`src/id_cap_pkg.sv`:
```
// Constants, field layouts and types of the identity and capability bank
package id_cap_pkg;

	// ------------------------------------------------------------------
	// Register byte offsets
	// ------------------------------------------------------------------
	localparam logic [11:0] PART_IDENTITY_INFO_OFS     = 12'h004;
	localparam logic [11:0] MEMORY_SIZE_CAPABILITY_OFS = 12'h008;

	// ------------------------------------------------------------------
	// Field positions (least significant bit of each field)
	// ------------------------------------------------------------------
	localparam int FORMAT_VERSION_LSB = 28; // Bits 31:28
	localparam int FAMILY_CODE_LSB    = 24; // Bits 27:24
	localparam int PART_NUMBER_LSB    = 16; // Bits 23:16
	localparam int ID_RESERVED_LSB    = 8;  // Bits 15:8
	localparam int TEMP_GRADE_LSB     = 5;  // Bits 7:5
	localparam int PACKAGE_TYPE_LSB   = 3;  // Bits 4:3
	localparam int COMPLIANCE_BIT     = 2;  // Bit 2
	localparam int QUALIFY_STATUS_LSB = 0;  // Bits 1:0
	localparam int RAM_SIZE_LSB       = 16; // Bits 31:16
	localparam int FLASH_SIZE_LSB     = 0;  // Bits 15:0

	// ------------------------------------------------------------------
	// Fixed silicon values
	// ------------------------------------------------------------------
	localparam logic [1:0]  PACKAGE_QFP48_CODE   = 2'h1;
	localparam logic        COMPLIANCE_SET       = 1'h1;
	localparam logic [7:0]  ID_RESERVED_VALUE    = 8'h00;
	localparam logic [15:0] RAM_SIZE_2KB_CODE    = 16'h0007;
	localparam logic [15:0] FLASH_SIZE_16KB_CODE = 16'h0007;
	localparam logic [31:0] READ_DATA_RESET      = 32'h0000_0000;

	// ------------------------------------------------------------------
	// Encodings
	// ------------------------------------------------------------------
	typedef enum logic [2:0] {
		TEMP_COMMERCIAL = 3'b000,
		TEMP_INDUSTRIAL = 3'b001
	} temp_grade_e;

	typedef enum logic [1:0] {
		QUALIFY_ENGINEERING = 2'b00,
		QUALIFY_PILOT       = 2'b01,
		QUALIFY_FULL        = 2'b10
	} qualify_status_e;

	// Register selected by an address
	typedef enum logic [1:0] {
		SEL_NONE     = 2'b00,
		SEL_IDENTITY = 2'b01,
		SEL_MEMCAP   = 2'b10
	} reg_sel_e;

	// ------------------------------------------------------------------
	// Register layouts
	// ------------------------------------------------------------------
	typedef struct packed {
		logic [3:0]   format_version_field;
		logic [3:0]   family_code_field;
		logic [7:0]   part_number_field;
		logic [7:0]   reserved;
		temp_grade_e  temp_grade_field;
		logic [1:0]   package_type_field;
		logic         substance_compliance_flag;
		qualify_status_e qualification_status_field;
	} part_identity_info_s;

	typedef struct packed {
		logic [15:0] ram_size_field;
		logic [15:0] flash_size_field;
	} memory_size_capability_s;

endpackage

```
`src/id_cap_regs.sv`:
```
// APB slave holding the read-only part identity and memory size registers
//
// Register access over APB is this design's own decision.
`timescale 1ns/1ns

module id_cap_regs #(
	parameter int          ADDR_W         = 12,
	parameter logic [3:0]  FORMAT_VERSION = 4'h1,  // Arbitrary value
	parameter logic [3:0]  FAMILY_CODE    = 4'h5,  // Arbitrary value
	parameter logic [7:0]  PART_NUMBER    = 8'h3c, // Arbitrary value
	parameter logic [2:0]  TEMP_GRADE     = 3'b000,
	parameter logic [1:0]  QUALIFY_STATUS = 2'b10
) (
	// Clock and reset
	input  wire logic              pclk,
	input  wire logic              presetn,
	// APB request
	input  wire logic              psel,
	input  wire logic              penable,
	input  wire logic              pwrite,
	input  wire logic [ADDR_W-1:0] paddr,
	input  wire logic [31:0]       pwdata,
	input  wire logic [3:0]        pstrb,
	// APB answer
	output logic                   pready,
	output logic [31:0]            prdata,
	output logic                   pslverr
);

	// ------------------------------------------------------------------
	// Elaboration checks
	// ------------------------------------------------------------------
	// Offsets need 4 address bits; reserved grade and status codes
	// would misreport the part, so they are refused here.
	if (ADDR_W < 4 || ADDR_W > 32) begin : g_bad_addr
		$error("ADDR_W must lie between 4 and 32");
	end
	if (TEMP_GRADE > 3'b001) begin : g_bad_temp
		$error("TEMP_GRADE must be commercial or industrial");
	end
	if (QUALIFY_STATUS == 2'b11) begin : g_bad_qualify
		$error("QUALIFY_STATUS must not be the reserved code");
	end

	// ------------------------------------------------------------------
	// Fixed register contents
	// ------------------------------------------------------------------
	id_cap_pkg::part_identity_info_s     ident;  // Identity word
	id_cap_pkg::memory_size_capability_s memcap; // Memory size word

	// Hard-wired fields: no flop holds them, so no write path exists
	always_comb begin
		ident.format_version_field      = FORMAT_VERSION;
		ident.family_code_field         = FAMILY_CODE;
		ident.part_number_field         = PART_NUMBER;
		ident.reserved                  =
			id_cap_pkg::ID_RESERVED_VALUE;
		ident.temp_grade_field          =
			id_cap_pkg::temp_grade_e'(TEMP_GRADE);
		ident.package_type_field        =
			id_cap_pkg::PACKAGE_QFP48_CODE;
		ident.substance_compliance_flag =
			id_cap_pkg::COMPLIANCE_SET;
		ident.qualification_status_field =
			id_cap_pkg::qualify_status_e'(QUALIFY_STATUS);
		memcap.ram_size_field   = id_cap_pkg::RAM_SIZE_2KB_CODE;
		memcap.flash_size_field = id_cap_pkg::FLASH_SIZE_16KB_CODE;
	end

	// ------------------------------------------------------------------
	// Address decoding
	// ------------------------------------------------------------------
	// Full-width compare: aliases would hide software address bugs
	function automatic id_cap_pkg::reg_sel_e decode(
		input logic [ADDR_W-1:0] addr
	);
		logic [31:0] a;
		a = 32'(addr);
		if (a == 32'(id_cap_pkg::PART_IDENTITY_INFO_OFS)) begin
			decode = id_cap_pkg::SEL_IDENTITY;
		end else if (a == 32'(id_cap_pkg::MEMORY_SIZE_CAPABILITY_OFS)) begin
			decode = id_cap_pkg::SEL_MEMCAP;
		end else begin
			decode = id_cap_pkg::SEL_NONE;
		end
	endfunction

	id_cap_pkg::reg_sel_e sel;       // Register the request points at
	logic                 setup;     // Setup phase of a transfer
	logic [31:0]          rdata_nxt; // Word to present in access phase

	assign sel   = decode(paddr);
	assign setup = psel && !penable;

	// Read mux; unmapped and write cycles return zero
	always_comb begin
		rdata_nxt = id_cap_pkg::READ_DATA_RESET;
		if (!pwrite && sel == id_cap_pkg::SEL_IDENTITY) begin
			rdata_nxt = ident;
		end else if (!pwrite && sel == id_cap_pkg::SEL_MEMCAP) begin
			rdata_nxt = memcap;
		end
	end

	// ------------------------------------------------------------------
	// APB answer
	// ------------------------------------------------------------------
	logic [31:0] prdata_r;  // Read data flop
	logic        pslverr_r; // Error flag flop

	// No wait states: data is staged during setup, so access is final
	assign pready  = 1'b1;
	assign prdata  = prdata_r;
	assign pslverr = pslverr_r;

	// Read data captured at the end of setup, held until the next one
	always_ff @(posedge pclk or negedge presetn) begin
		if (!presetn) begin
			prdata_r <= id_cap_pkg::READ_DATA_RESET;
		end else if (setup) begin
			prdata_r <= rdata_nxt;
		end
	end

	// Error only for unmapped addresses; a write to a mapped register
	// completes cleanly and is dropped, pwdata and pstrb go nowhere
	always_ff @(posedge pclk or negedge presetn) begin
		if (!presetn) begin
			pslverr_r <= 1'b0;
		end else if (setup) begin
			pslverr_r <= (sel == id_cap_pkg::SEL_NONE);
		end else begin
			pslverr_r <= 1'b0;
		end
	end

	// ------------------------------------------------------------------
	// Assertions
	// ------------------------------------------------------------------
	logic rd_id;  // Access phase of an identity read
	logic rd_mem; // Access phase of a capability read

	assign rd_id  = psel && penable && !pwrite &&
		sel == id_cap_pkg::SEL_IDENTITY;
	assign rd_mem = psel && penable && !pwrite &&
		sel == id_cap_pkg::SEL_MEMCAP;

	property p_version;
		@(posedge pclk) disable iff (!presetn)
		rd_id |-> prdata[31:id_cap_pkg::FORMAT_VERSION_LSB] ==
			FORMAT_VERSION;
	endproperty
	a_version: assert property (p_version)
		else $error("Format version field wrong");

	property p_family;
		@(posedge pclk) disable iff (!presetn)
		(setup && !pwrite && sel == id_cap_pkg::SEL_IDENTITY) ##1 penable
		|-> prdata[27:id_cap_pkg::FAMILY_CODE_LSB] == FAMILY_CODE;
	endproperty
	a_family: assert property (p_family)
		else $error("Family code field wrong");

	property p_part;
		@(posedge pclk) disable iff (!presetn)
		rd_id |-> prdata[23:id_cap_pkg::PART_NUMBER_LSB] == PART_NUMBER &&
			!pslverr && pready;
	endproperty
	a_part: assert property (p_part)
		else $error("Part number field wrong");

	property p_reserved;
		@(posedge pclk) disable iff (!presetn)
		rd_id |-> prdata[15:id_cap_pkg::ID_RESERVED_LSB] ==
			id_cap_pkg::ID_RESERVED_VALUE;
	endproperty
	a_reserved: assert property (p_reserved)
		else $error("Reserved identity bits not zero");

	property p_temp;
		@(posedge pclk) disable iff (!presetn)
		rd_id |-> prdata[7:id_cap_pkg::TEMP_GRADE_LSB] == TEMP_GRADE &&
			prdata[7:6] == 2'h0;
	endproperty
	a_temp: assert property (p_temp)
		else $error("Temperature grade wrong or reserved");

	property p_package;
		@(posedge pclk) disable iff (!presetn)
		rd_id |-> prdata[4:id_cap_pkg::PACKAGE_TYPE_LSB] == 2'h1;
	endproperty
	a_package: assert property (p_package)
		else $error("Package type not the 48-pin code");

	property p_compliance;
		@(posedge pclk) disable iff (!presetn)
		rd_id |-> prdata[id_cap_pkg::COMPLIANCE_BIT];
	endproperty
	a_compliance: assert property (p_compliance)
		else $error("Compliance flag not set");

	property p_qualify;
		@(posedge pclk) disable iff (!presetn)
		rd_id |-> prdata[1:id_cap_pkg::QUALIFY_STATUS_LSB] ==
			QUALIFY_STATUS && prdata[1:0] != 2'h3;
	endproperty
	a_qualify: assert property (p_qualify)
		else $error("Qualification status wrong");

	property p_memcap;
		@(posedge pclk) disable iff (!presetn)
		rd_mem |-> prdata == 32'h0007_0007 && !pslverr;
	endproperty
	a_memcap: assert property (p_memcap)
		else $error("Capability word not preset value");

	property p_ram;
		@(posedge pclk) disable iff (!presetn)
		rd_mem |-> prdata[31:id_cap_pkg::RAM_SIZE_LSB] == 16'h0007;
	endproperty
	a_ram: assert property (p_ram)
		else $error("RAM size code wrong");

	property p_flash;
		@(posedge pclk) disable iff (!presetn)
		rd_mem |-> prdata[15:id_cap_pkg::FLASH_SIZE_LSB] == 16'h0007;
	endproperty
	a_flash: assert property (p_flash)
		else $error("Flash size code wrong");

	property p_write_ignored;
		@(posedge pclk) disable iff (!presetn)
		(psel && penable && pwrite && sel != id_cap_pkg::SEL_NONE)
		##1 (setup && !pwrite && sel == id_cap_pkg::SEL_IDENTITY)
		|=> prdata == ident_exp && prdata[2];
	endproperty
	a_write_ignored: assert property (p_write_ignored)
		else $error("Register changed after a write");

	property p_write_ok;
		@(posedge pclk) disable iff (!presetn)
		(psel && penable && pwrite && sel != id_cap_pkg::SEL_NONE)
		|-> !pslverr && prdata == 32'h0;
	endproperty
	a_write_ok: assert property (p_write_ok)
		else $error("Mapped write answered with error or data");

	// ------------------------------------------------------------------
	// Whole-word and bus protocol checks
	// ------------------------------------------------------------------
	// Built field by field from the parameters, not from the read mux,
	// so a slip in the struct layout shows up here
	logic [31:0] ident_exp; // Expected identity word

	assign ident_exp = {FORMAT_VERSION, FAMILY_CODE, PART_NUMBER,
		id_cap_pkg::ID_RESERVED_VALUE, TEMP_GRADE,
		id_cap_pkg::PACKAGE_QFP48_CODE, id_cap_pkg::COMPLIANCE_SET,
		QUALIFY_STATUS};

	property p_ident_word;
		@(posedge pclk) disable iff (!presetn)
		rd_id |-> prdata == ident_exp;
	endproperty
	a_ident_word: assert property (p_ident_word)
		else $error("Identity word wrong");

	property p_grade_legal;
		@(posedge pclk) disable iff (!presetn)
		rd_id |-> prdata[7:5] == 3'b000 || prdata[7:5] == 3'b001;
	endproperty
	a_grade_legal: assert property (p_grade_legal)
		else $error("Reserved temperature grade read");

	property p_id_no_err;
		@(posedge pclk) disable iff (!presetn)
		rd_id |-> !pslverr && pready;
	endproperty
	a_id_no_err: assert property (p_id_no_err)
		else $error("Identity read answered with error");

	property p_mem_word;
		@(posedge pclk) disable iff (!presetn)
		rd_mem |-> prdata == {id_cap_pkg::RAM_SIZE_2KB_CODE,
			id_cap_pkg::FLASH_SIZE_16KB_CODE};
	endproperty
	a_mem_word: assert property (p_mem_word)
		else $error("Capability word wrong");

	// Zero wait states: every access phase must complete at once
	property p_always_ready;
		@(posedge pclk) disable iff (!presetn)
		psel && penable |-> pready;
	endproperty
	a_always_ready: assert property (p_always_ready)
		else $error("Access phase not ready");

	property p_idle_quiet;
		@(posedge pclk) disable iff (!presetn)
		!psel |-> !pslverr && pready;
	endproperty
	a_idle_quiet: assert property (p_idle_quiet)
		else $error("Error shown on an idle bus");

	property p_unmapped_err;
		@(posedge pclk) disable iff (!presetn)
		psel && penable && sel == id_cap_pkg::SEL_NONE
		|-> pslverr && prdata == 32'h0;
	endproperty
	a_unmapped_err: assert property (p_unmapped_err)
		else $error("Unmapped access not refused");

	property p_mapped_ok;
		@(posedge pclk) disable iff (!presetn)
		psel && penable && sel != id_cap_pkg::SEL_NONE |-> !pslverr;
	endproperty
	a_mapped_ok: assert property (p_mapped_ok)
		else $error("Mapped access answered with error");

	// The error must last one access cycle only, never into the next
	property p_err_drops;
		@(posedge pclk) disable iff (!presetn)
		!(psel && penable) |-> !pslverr;
	endproperty
	a_err_drops: assert property (p_err_drops)
		else $error("Error outside an access phase");

	// Read data may only move after a setup edge
	property p_data_holds;
		@(posedge pclk) disable iff (!presetn)
		!$past(setup) |-> $stable(prdata);
	endproperty
	a_data_holds: assert property (p_data_holds)
		else $error("Read data moved without a setup");

	property p_write_no_data;
		@(posedge pclk) disable iff (!presetn)
		psel && penable && pwrite |-> prdata == 32'h0;
	endproperty
	a_write_no_data: assert property (p_write_no_data)
		else $error("Write cycle returned data");

endmodule // id_cap_regs

```
`config.mk`:
```
export PLATFORM = sky130hd
export DESIGN_NAME = id_cap_regs
export DESIGN_NICKNAME = d
export VERILOG_FILES = /design/src/id_cap_pkg.sv /design/src/id_cap_regs.sv
export SDC_FILE = /design/constraint.sdc
export NUM_CORES = 1
export LEC_CHECK = 0
export BUFFER_PORTS_ARGS = -buffer_cell sky130_fd_sc_hd__buf_2
export CAP_MARGIN = 20
export CORE_MARGIN = 1
export CORE_UTILIZATION = 28
export DETAILED_ROUTE_END_ITERATION = 7
export PLACE_DENSITY = 0.85
export RECOVER_POWER = 50
export SLEW_MARGIN = 10
export SYNTH_ARGS = -nofsm -noshare
export SYNTH_HDL_FRONTEND = slang
export SYNTH_SLANG_ARGS = --single-unit
```
`constraint.sdc`:
```
create_clock -name pclk -period 2.3 [get_ports pclk]
set_clock_uncertainty 0.15 [all_clocks]
set_input_delay 0.115 -clock pclk [delete_from_list [all_inputs] [get_ports pclk]]
set_output_delay 0.115 -clock pclk [all_outputs]
set_load 0.01 [all_outputs]
```
# == Word-level counts from Yosys, hierarchy flattened ==
# Index checks and enable logic that the tools add are counted.
# Widths: inputs -> output; s select.
# totals
register_bits,33
in_bits,53
output_inout_bits,34
wordCells,17
# op_classes
n_eq_ne,4
n_mux,5
n_reduce_logical,6
# ops
operator,n
$mux 29,1
$mux 19,1
$eq 12x3->1 const B,1
$eq 12x4->1 const B,1
$mux 2,2
$logic_and 1x1->1,3
$eq 2x1->1 const B,1
$eq 2x2->1 const B,1
$logic_not 1->1,2
$logic_not 2->1,1
$mux 1,1

# == Depth between registers and ports, before layout ==
# Gate-level depths: netlist of the first run.
# depth
word_depth,7
depth_mapped,3
depth_no_buf,3

# == Worst setup path before layout of the first run ==
# No wires, ideal clock.
# synth_timing
kind,input-to-reg
from,input port paddr[9]
to,"register prdata_r[26], in the netlist prdata[26]"
setup_ps,104
t_arrival_ps,770
required_time_ps,2046
path_slack_ps,1276
cell_stages,3
n_path_buf,0
path_cell_list,nor4_4 -> nand4b_2 -> o41ai_2
# synth_via
elab_chain_cells,6
word_cells_on_any_way,7
classes_between,3 x eq/ne; 3 x mux; 1 x reduce/logical
# synth_rtl
element,line_no,source
start: declaration,id_cap_regs.sv:21,"input wire logic [ADDR_W-1:0] paddr,"
$eq 12x4->1,id_cap_regs.sv:81,end else if (a == 32'(id_cap_pkg::MEMORY_SIZE_CAPABILITY_OFS)) begin
$mux 2,id_cap_regs.sv:81,
$mux 2 *,id_cap_regs.sv:79,if (a == 32'(id_cap_pkg::PART_IDENTITY_INFO_OFS)) begin
$eq 2x1->1 *,--,
$logic_and 1x1->1 *,id_cap_regs.sv:98,if (!pwrite && sel == id_cap_pkg::SEL_IDENTITY) begin
$mux 29 *,id_cap_regs.sv:98,
end signal: assignment,id_cap_regs.sv:119,prdata_r <= id_cap_pkg::READ_DATA_RESET;
end signal: assignment,id_cap_regs.sv:121,prdata_r <= rdata_nxt;
end: declaration,id_cap_regs.sv:108,logic [31:0] prdata_r;
# Mark *: on every way between the ends. The rest lies on a longest branch, timed or not.
# A chain may end at the register's enable or synchronous reset.

# == Final worst setup path of the first run ==
# layout_timing
from,input port paddr[3]
to,"register pslverr_r, in the netlist pslverr"
# layout_via
elab_chain_cells,5
word_cells_on_any_way,6
classes_between,2 x eq/ne; 3 x mux; 1 x reduce/logical
# layout_rtl
element,line_no,source
$eq 12x4->1,id_cap_regs.sv:81,
$mux 2,id_cap_regs.sv:81,
$mux 2 *,id_cap_regs.sv:79,
$logic_not 2->1 *,id_cap_regs.sv:131,pslverr_r <= (sel == id_cap_pkg::SEL_NONE);
$mux 1 *,id_cap_regs.sv:130,end else if (setup) begin
end signal: assignment,id_cap_regs.sv:131,
end: declaration,id_cap_regs.sv:109,logic pslverr_r;
# Marks and branches as above.

==> reports/qor.yml, run 1 <==
timing:
  hold_viol: 0
  min_period_ns: 1.35
  max_freq_mhz: 739
  finalCritPeriodShare_pct: 58.8
  grt_setup_unrepaired: "false"
  setup_tns_ns: 0
  slew_violations: 0
  setup_viol: 0
synthesis:
  syn_avg_cell_area_um2: 9.31
  syn_inst: 52
  synth_cell_types: 14
  ys_warn_count: 0
  ys_ff_latch: 4
  ys_seq_area_share_pct: 20.7
  synth_area_um2: 484
drt:
  ant_nets: 0
  wl_per_cell_um: 9.15
  drt_first_iter_violations: 5
  first_pass_iters: 6
  vias_per_cell: 3.89
  wl_um: 842
  drc: 4
  dr_total_vias: 358
floorplanning:
  die_h_um: 43.6
  die_w_um: 43.6
  initial_utilization_pct: 31.1
  core.rowCount: 14
  dieArea_mm2: 0.00190
  coreArea_mm2: 0.00156
  pin_count: 87
cells_and_area:
  fillCellCount: 170
  final_cells: 92
  antennaDiodeCount: 0
  fin_nets: 131
  final_layout_size_suffix_gt1_share_pct: 40.8
  area_growth_syn_to_layout_pct: 11.4
outcome:
  violations: "design-rule violations"
  status: "finished with violations"
clock_network:
  post_cts_buffers: 0
  h-tree-depth: 1
  holdBufCountCts: 3
  cts.sinks: 4
  path_clk_slew_ns: 0.04
  cts_buffers: 3
  root_buffer: "clkbuf_4"
  cts_tree: "done"
  clk_path_buf_depth: 2
  cts_resized: 0
  clock_latency_ns: 0.23
global_routing:
  grt_pass1_wl_um: 1180
  grt_max_degree: 9
  first_global_vias: 282
  antenna_found_initial: 0
  grt_usage_pct: 8.87
  grt_overflow_total: 0
critical_path:
  critPathRequiredTime_ns: 2.29
  critPathKind: "in2reg"
  r2r_cells: 2
  critPathMaxFanout: 3
  end_kind: "flip-flop"
  critPathLaunchType: "input pin"
  r2r-end: "prdata[26]$_DFFE_PN0P_"
  cp-endpoint: "pslverr$_DFF_PN0_"
  cp.arrival_ns: 1.35
  cp-startpoint: "paddr[3]"
  r2r_start: "prdata[26]$_DFFE_PN0P_"
  reg2reg_slack_ns: 1.45
hold_path:
  hp-class: "in2reg"
  holdPathStages: 3
placed_design:
  port_buffers: 30
  dp.cells: 86
  globalplace.congestion: 0.695
  dp_hpwl_um: 682
power_and_ir_drop:
  power.density_mw_per_mm2: 388
  power.leakage_nw: 0.316
  power.ir.vdd_worst_uv: 82.2
run:
  drv_cap: 0
-- Yosys cell counts --
| cell | count | share of area (%) |
|---|---|---|
| nand2b_1 | 1 | 1.3 |
| nand2_1 | 3 | 2.3 |
| xnor2_1 | 1 | 1.8 |
| nand4b_2 | 1 | 3.1 |
| o31ai_2 | 1 | 2.6 |
| o41ai_2 | 2 | 6.7 |
| inv_1 | 2 | 1.6 |
| buf_4 | 30 | 47 |
| a31oi_1 | 1 | 1.3 |
| conb_1 | 2 | 1.6 |
| nor4_4 | 2 | 8.8 |
| nor2_1 | 1 | 0.77 |
| nor3_1 | 1 | 1.0 |
| dfrtp_1 | 4 | 21 |
-- per-layer routing --
metal / GRT usage (%) / part of all wire [%] / up-vias
met5: 0 / 0 / -
met1: 9.21 / 35 / 156
met4: 9.38 / 0 / 0
met3: 0.833 / 14 / 0
met2: 14.9 / 51 / 35
li1: - / - / 167
-- per-stage QoR --
stage | hold slack, ns | util, % | cell area [um2] | setup WS, ns | power [W]
finish | 0.0581 | 34.6 | 539 | 0.947 | 0.000209
global route | 0.0701 | 34.6 | 539 | 0.906 | 0.000228
CTS | 0.0457 | 35.2 | 549 | 0.986 | 0.000216
detailed placement | -0.222 | 31.9 | 497 | 1.04 | 0.000120
global placement | -0.230 | 31.9 | 497 | 1.09 | 0.000119
floorplan | -0.331 | - | 552 | 1.28 | 0.000122
-- where the power goes --
group | leakage [nW] | switching (W) | total [W] | internal [W]
combinational | 0.247 | 0.0000330 | 0.0000508 | 0.0000179
clock | 0.0138 | 0.0000279 | 0.0000862 | 0.0000583
sequential | 0.0548 | 0.000000317 | 0.0000720 | 0.0000717
-- sequential cells by signal, indices dropped and copies added, names as in the netlist --
register / cells
prdata: 3
pslverr: 1
-- cells in the final DEF (no fill, tap or decap) --
master / synthesis / final
clkbuf_1: 0 / 8
nor2_1: 1 / 1
a31oi_1: 1 / 1
o41ai_2: 2 / 2
nor3_1: 1 / 1
xnor2_1: 1 / 1
clkbuf_4: 0 / 3
buf_2: 0 / 22
nand4b_2: 1 / 1
o31ai_2: 1 / 1
dfrtp_1: 4 / 4
inv_1: 2 / 2
conb_1: 2 / 20
nand2_1: 3 / 3
dlygate4sd3_1: 0 / 3
nand2b_1: 1 / 1
nor4_4: 2 / 2
-- cells by family after synthesis --
family,synth area share (%)
and+or+nand+nor,17.3
DFF,20.7
xor gates and xnor gates,1.81
AOI/OAI and AO/OA,10.6
other,1.55
buffers and inverters,48.1
-- area by class of cell --
class / count / area [um2] / share of cell area (%)
multi-input cells: 34 / 219 / 40.6
repair buffers: 33 / 170 / 31.6
flip-flops and latches: 4 / 100 / 18.6
clock buffers: 3 / 22.5 / 4.18
well taps: 16 / 20.0 / 3.71
inverters: 2 / 7.51 / 1.39
-- worst min-delay path by stage --
stage | from | endpoint | slack (ns)
3_3_place_gp | presetn | prdata[17]$_DFFE_PN0P_ | -0.23
6_report | paddr[6] | pslverr$_DFF_PN0_ | 0.06
3_5_place_dp | presetn | prdata[17]$_DFFE_PN0P_ | -0.22
4_1_cts | paddr[6] | pslverr$_DFF_PN0_ | 0.05
2_1_floorplan | presetn | prdata[17]$_DFFE_PN0P_ | -0.33
5_1_grt | pwrite | prdata[17]$_DFFE_PN0P_ | 0.07
-- worst max-delay path, stage by stage --
cell and delay [ns]:
dlygate4sd3_1 0.54, buf_2 0.15, xnor2_1 0.28, nor3_1 0.08, a31oi_1 0.18
Power figures use the tool's default switching activity.
==> inputs of run 2 (changes only) <==
--- a/config.mk
+++ b/config.mk
@@ -8,9 +8,9 @@
 export BUFFER_PORTS_ARGS = -buffer_cell sky130_fd_sc_hd__buf_2
 export CAP_MARGIN = 20
 export CORE_MARGIN = 1
-export CORE_UTILIZATION = 28
+export CORE_UTILIZATION = 26
 export DETAILED_ROUTE_END_ITERATION = 7
-export PLACE_DENSITY = 0.85
+export PLACE_DENSITY = 0.79
 export RECOVER_POWER = 50
 export SLEW_MARGIN = 10
 export SYNTH_ARGS = -nofsm -noshare
==> constraint.sdc (replaced) <==
create_clock -name pclk -period 1.38 [get_ports pclk]
set_clock_uncertainty 0.15 [all_clocks]
set_input_delay 0.069 -clock pclk [delete_from_list [all_inputs] [get_ports pclk]]
set_output_delay 0.069 -clock pclk [all_outputs]
set_load 0.01 [all_outputs]
==> run 2 against run 1 <==
  * The flow now finishes without violations
  * Die area up 7.3%
  * Setup slack worse by 0.83 ns
  * Sequential power is 67% higher
  * Critical path depth did not move
  * Non-clock buffer count grew 1
  * Sequential share of layout area shrank 0.70 points
  * First-iteration DRC count fell by 80%
  * Critical path type unchanged
==> reports/qor.yml, run 2 (same netlist as run 1, synthesis figures left out) <==
global_routing:
  antenna_found_initial: 0  # unchanged
  grt_max_degree: 9  # unchanged
  first_global_vias: 286  # was 282
  grt_usage_pct: 7.70  # was 8.87%
  grt_pass1_wl_um: 1080  # was 1180 um
  grt_overflow_total: 0  # unchanged
floorplanning:
  die_h_um: 45.2  # was 43.6 um
  coreArea_mm2: 0.00173  # was 0.00156 mm2
  pin_count: 87  # unchanged
  initial_utilization_pct: 28.0  # was 31.1%
  dieArea_mm2: 0.00204  # was 0.00190 mm2
  die_w_um: 45.2  # was 43.6 um
  core.rowCount: 15  # was 14
timing:
  fin_ws_ns: 0.113  # was 0.947 ns
  max_freq_mhz: 789
  setup_viol: 0  # unchanged
  setup_tns_ns: 0  # unchanged
  hold_viol: 0  # unchanged
  min_period_ns: 1.27
  finalCritPeriodShare_pct: 91.8
  slew_violations: 0  # unchanged
  hold_slack_ns: 0.0267  # was 0.0581 ns
  grt_setup_unrepaired: "false"  # unchanged
critical_path:
  critPathMaxFanout: 3  # unchanged
  critPathKind: "in2reg"  # unchanged
  critPathSlowestCell: "dlygate4sd3_1"  # unchanged
  critPathLaunchType: "input pin"  # unchanged
  critPathTopFamily: "buffers and inverters"  # unchanged
  r2r-end: "prdata[26]$_DFFE_PN0P_"  # unchanged
  critPathRequiredTime_ns: 1.38  # was 2.29 ns
  cp_num_buf_inv: 2  # unchanged
  r2r_start: "prdata[26]$_DFFE_PN0P_"  # unchanged
  path_cells: "dlygate4sd3_1 -> buf_2 -> xnor2_1 -> nor3_1 -> a31oi_1"  # unchanged
  r2r_cells: 2  # unchanged
  end_kind: "flip-flop"  # unchanged
  reg2reg_slack_ns: 0.51  # was 1.45 ns
  slowest_delay_ns: 0.53  # was 0.54 ns
  cp.arrival_ns: 1.26  # was 1.35 ns
cells_and_area:
  antennaDiodeCount: 0  # unchanged
  area_growth_syn_to_layout_pct: 15.8  # was 11.4%
  largest_reg_flops: 3  # unchanged
  final_cell_mix: "22 x buf_2, 20 x conb_1, 8 x clkbuf_1, 4 x dlygate4sd3_1, 4 x dfrtp_1"  # was 22 x buf_2, 20 x conb_1, 8 x clkbuf_1, 4 x dfrtp_1
  layout_commonest_cell: "buf_2"  # unchanged
  fin_nets: 132  # was 131
  final_layout_size_suffix_gt1_share_pct: 40.3  # was 40.8%
drt:
  wl_per_cell_um: 7.55  # was 9.15 um
  dr_total_vias: 360  # was 358
  ant_nets: 0  # unchanged
  first_pass_iters: 2  # was 6
  drc: 0  # was 4
  vias_per_cell: 3.53  # was 3.89
  drt_first_iter_violations: 1  # was 5
  wl_um: 770  # was 842 um
outcome:
  status: "completed"  # was finished with violations
placed_design:
  port_buffers: 30  # unchanged
  globalplace.congestion: 0.684  # was 0.695
  dp_worst_setup_slack_ns: 0.160  # was 1.04 ns
  dp_hpwl_um: 654  # was 682 um
clock_network:
  root_buffer: "clkbuf_4"  # unchanged
  cts_tree: "done"  # unchanged
  path_clk_slew_ns: 0.04  # about the same
  cts.sinks: 4  # unchanged
  clock_latency_ns: 0.23  # about the same
  clk_path_buf_depth: 2  # unchanged
  post_cts_buffers: 0  # unchanged
  h-tree-depth: 1  # unchanged
  cts_buffers: 3  # unchanged
hold_path:
  holdPathEnd: "pslverr$_DFF_PN0_"  # unchanged
  hp-class: "in2reg"  # unchanged
  holdPathStages: 3  # unchanged
  hp-start: "paddr[0]"  # was paddr[6]
power_and_ir_drop:
  power.density_mw_per_mm2: 618  # was 388 mW/mm2
  power.ir.vdd_worst_uv: 153  # was 82.2 uV
  power.leakage_nw: 0.323  # was 0.316 nW
run:
  drv_cap: 0  # unchanged
==> run 2: cell types whose count changed in the layout (fill, tap and decap cells not counted) <==
cell | before | now
dlygate4sd3_1 | 3 | 4
==> run 2: final cells by class <==
class                      instances  area (um2)
timing repair buffer              34         180
tap                               25        31.3
multi-input combinational         34         219
sequential                         4         100
clock buffer                       3        22.5
inverter                           2        7.51
fill                             198        1170
==> run 2: layer usage <==
| layer | global-route usage, % | share of wire (%) | wire length, um | vias to the layer above |
|---|---|---|---|---|
| met5 | 0 | 0 | 0 | - |
| met3 | 1.20 | 12 | 96 | 2 |
| li1 | - | - | - | 169 |
| met1 | 7.51 | 34 | 258 | 155 |
| met2 | 13.6 | 52 | 404 | 34 |
| met4 | 7.27 | 1.4 | 11 | 0 |
==> run 2: report_power, final <==
group | total, W | internal (W) | switching, W
registers | 0.000120 | 0.000119 | 0.000000318
logic | 0.0000842 | 0.0000307 | 0.0000536
clock network | 0.000142 | 0.0000971 | 0.0000454
total | 0.000347 | 0.000247 | 0.0000993
==> run 2: tightest hold or removal path, stage by stage <==
cell and delay (ns):
buf_2 0.09, nor3_1 0.04, a31oi_1 0.16
==> run 2: how the worst max path moves through the flow <==
stage / start / to / slack, ns / depth (start not counted)
6_report: paddr[3] / pslverr$_DFF_PN0_ / 0.11 / 5
3_3_place_gp: paddr[5] / prdata[26]$_DFFE_PN0P_ / 0.22 / 4
4_1_cts: paddr[3] / pslverr$_DFF_PN0_ / 0.12 / 5
5_1_grt: paddr[2] / pslverr$_DFF_PN0_ / 0.04 / 5
3_5_place_dp: paddr[5] / prdata[26]$_DFFE_PN0P_ / 0.16 / 4
2_1_floorplan: paddr[9] / prdata[26]$_DFFE_PN0P_ / 0.40 / 3
==> run 2: timing repair <==
item                                   4_1_cts  5_1_grt
hold buffers                                 4        0
gates resized for setup                      0        0
endpoints found under the hold margin        7        0
==> run 2: per-stage QoR <==
step / utilization, % / instances / area (um2) / total power [W]
6_report: 32.5 / 102 / 561 / 0.000347
5_1_grt: 32.5 / 102 / 561 / 0.000363
4_1_cts: 33.0 / 102 / 571 / 0.000353
3_5_place_dp: 29.4 / 95 / 508 / 0.000198
3_3_place_gp: 29.4 / 95 / 508 / 0.000198
2_1_floorplan: - / 70 / 552 / 0.000204
==> inputs of run 3 (changes only) <==
--- a/config.mk
+++ b/config.mk
@@ -11,7 +11,7 @@
 export CORE_UTILIZATION = 26
 export DETAILED_ROUTE_END_ITERATION = 7
 export PLACE_DENSITY = 0.79
-export RECOVER_POWER = 50
+export RECOVER_POWER = 25
 export SLEW_MARGIN = 10
 export SYNTH_ARGS = -nofsm -noshare
 export SYNTH_HDL_FRONTEND = slang
==> run 3 against run 2 <==
  * Via count is the same
  * Setup slack is essentially flat
  * Die area unchanged
  * Global-route usage did not move
  * Total power about the same
  * Largest power group unchanged
  * Critical path depth unchanged
  * Flip-flop and latch count stayed put
  * Register-to-register slack hardly changed
  * Critical endpoint unchanged
  * Core utilization increased by 0.43 points
==> reports/qor.yml, run 3 (same netlist as run 1, synthesis figures left out) <==
outcome:
  status: "completed"  # unchanged
cells_and_area:
  area_growth_syn_to_layout_pct: 17.3  # was 15.8%
  final_layout_size_suffix_gt1_share_pct: 48.1  # was 40.3%
  largest_reg_flops: 3  # unchanged
  final_cells: 102  # unchanged
  fin_nets: 132  # unchanged
  design_area_um2: 568  # was 561 um2
  antennaDiodeCount: 0  # unchanged
  layout_commonest_cell: "buf_2"  # unchanged
  final_cell_mix: "28 x buf_2, 20 x conb_1, 4 x dlygate4sd3_1, 4 x dfrtp_1"  # was 22 x buf_2, 20 x conb_1, 8 x clkbuf_1, 4 x dlygate4sd3_1, 4 x dfrtp_1
critical_path:
  cp.arrival_ns: 1.26  # about the same
  critPathMaxFanout: 3  # unchanged
  slowest_delay_ns: 0.53  # about the same
  path_cells: "dlygate4sd3_1 -> buf_2 -> xnor2_1 -> nor3_1 -> a31oi_1"  # unchanged
  end_kind: "flip-flop"  # unchanged
  critPathSlowestCell: "dlygate4sd3_1"  # unchanged
  critPathLaunchType: "input pin"  # unchanged
  critPathKind: "in2reg"  # unchanged
  critPathRequiredTime_ns: 1.38  # about the same
  r2r_cells: 2  # unchanged
drt:
  drc: 0  # unchanged
  wl_per_cell_um: 7.48  # was 7.55 um
  wl_um: 763  # was 770 um
  dr_total_vias: 360  # unchanged
  ant_nets: 0  # unchanged
  first_pass_iters: 2  # unchanged
  vias_per_cell: 3.53  # unchanged
  drt_first_iter_violations: 1  # unchanged
timing:
  setup_tns_ns: 0  # unchanged
  setup_viol: 0  # unchanged
  finalCritPeriodShare_pct: 91.8  # about the same
  hold_slack_ns: 0.0267  # unchanged
  max_freq_mhz: 789  # about the same
  hold_viol: 0  # unchanged
  grt_setup_unrepaired: "false"  # unchanged
  min_period_ns: 1.27  # about the same
  slew_violations: 0  # unchanged
floorplanning:
  pin_count: 87  # unchanged
  die_h_um: 45.2  # unchanged
  core.rowCount: 15  # unchanged
  initial_utilization_pct: 28.0  # unchanged
  die_w_um: 45.2  # unchanged
  dieArea_mm2: 0.00204  # unchanged
  coreArea_mm2: 0.00173  # unchanged
global_routing:
  grt_overflow_total: 0  # unchanged
  grt_pass1_wl_um: 1080  # unchanged
  antenna_found_initial: 0  # unchanged
  grt_usage_pct: 7.70  # unchanged
  first_global_vias: 286  # unchanged
  grt_max_degree: 9  # unchanged
power_and_ir_drop:
  clkPwrFrac_pct: 41.1  # about the same
  finalPower_w: 0.000347  # about the same
  power.leakage_nw: 0.349  # was 0.323 nW
  switching_share_pct: 28.7  # about the same
  power.density_mw_per_mm2: 610  # was 618 mW/mm2
  pwr-share-seq_pct: 34.6  # about the same
  power.ir.vdd_worst_uv: 153  # about the same
  intPower_w: 0.000247  # about the same
  switchingPower_w: 0.0000993  # about the same
  pwr-share-comb_pct: 24.3  # about the same
clock_network:
  cts_resized: 0  # unchanged
  h-tree-depth: 1  # unchanged
  cts_tree: "done"  # unchanged
  clock_latency_ns: 0.23  # about the same
  post_cts_buffers: 0  # unchanged
  path_clk_slew_ns: 0.04  # about the same
  clk_path_buf_depth: 2  # unchanged
  root_buffer: "clkbuf_4"  # unchanged
  cts_buffers: 3  # unchanged
  cts.sinks: 4  # unchanged
  holdBufCountCts: 4  # unchanged
placed_design:
  dp.cells: 95  # unchanged
  dp_hpwl_um: 654  # unchanged
  globalplace.congestion: 0.684  # unchanged
  port_buffers: 30  # unchanged
  placed_cell_area_um2: 508  # unchanged
hold_path:
  hp-class: "in2reg"  # unchanged
  holdPathStages: 3  # unchanged
run:
  drv_cap: 0  # unchanged
## run 3: cell types whose count changed in the layout (fill, tap and decap cells not counted)
cell,before,now
buf_2,22,28
clkbuf_1,8,2
## run 3: metal layers
| layer | global-route usage (%) | up-vias | part of all wire (%) |
|---|---|---|---|
| met3 | 1.20 | 2 | 13 |
| met5 | 0 | - | 0 |
| met1 | 7.51 | 155 | 33 |
| met2 | 13.6 | 34 | 53 |
| li1 | - | 169 | - |
| met4 | 7.27 | 0 | 1.4 |
## run 3: final timing paths
kind / startpoint / end / slack [ns]
min in group asynchronous: presetn / pslverr$_DFF_PN0_ / 0.05
worst min register to register: prdata[18]$_DFFE_PN0P_ / prdata[18]$_DFFE_PN0P_ / 0.37
worst max-delay path: paddr[3] / pslverr$_DFF_PN0_ / 0.11
max in group asynchronous: presetn / prdata[17]$_DFFE_PN0P_ / 0.86
worst min-delay path: paddr[0] / pslverr$_DFF_PN0_ / 0.03
worst max register to register: prdata[26]$_DFFE_PN0P_ / prdata[26]$_DFFE_PN0P_ / 0.51
## run 3: critical path, delay by kind of cell
kind                      cells  cell delay, ns
buffers and inverters         2            0.67
xor gates and xnor gates      1            0.27
AOI/OAI and AO/OA             1            0.18
and+or+nand+nor               1            0.08
## run 3: power by group through the flow
stage / sequential, W / combinational (W) / clock [W]
after floorplan: 0.000122 / 0.0000816 / 0
after global placement: 0.000121 / 0.0000764 / 0
after detailed placement: 0.000121 / 0.0000772 / 0
after CTS: 0.000120 / 0.0000850 / 0.000149
after global routing: 0.000120 / 0.0000948 / 0.000148
final: 0.000120 / 0.0000842 / 0.000142
## run 3: metrics by stage
step / worst slack (ns) / utilization, %
floorplan: 0.402 / -
global placement: 0.218 / 29.4
detailed placement: 0.160 / 29.4
CTS: 0.116 / 33.0
global route: 0.0384 / 32.9
finish: 0.113 / 32.9
## run 3: area by class of cell
| type | instances | area, um2 |
|---|---|---|
| Timing Repair Buffer | 34 | 188 |
| Inverter | 2 | 7.51 |
| Clock buffer | 3 | 22.5 |
| Sequential cell | 4 | 100 |
| Tap cell | 25 | 31.3 |
| Multi-Input combinational cell | 34 | 219 |
| Fill cell | 196 | 1160 |
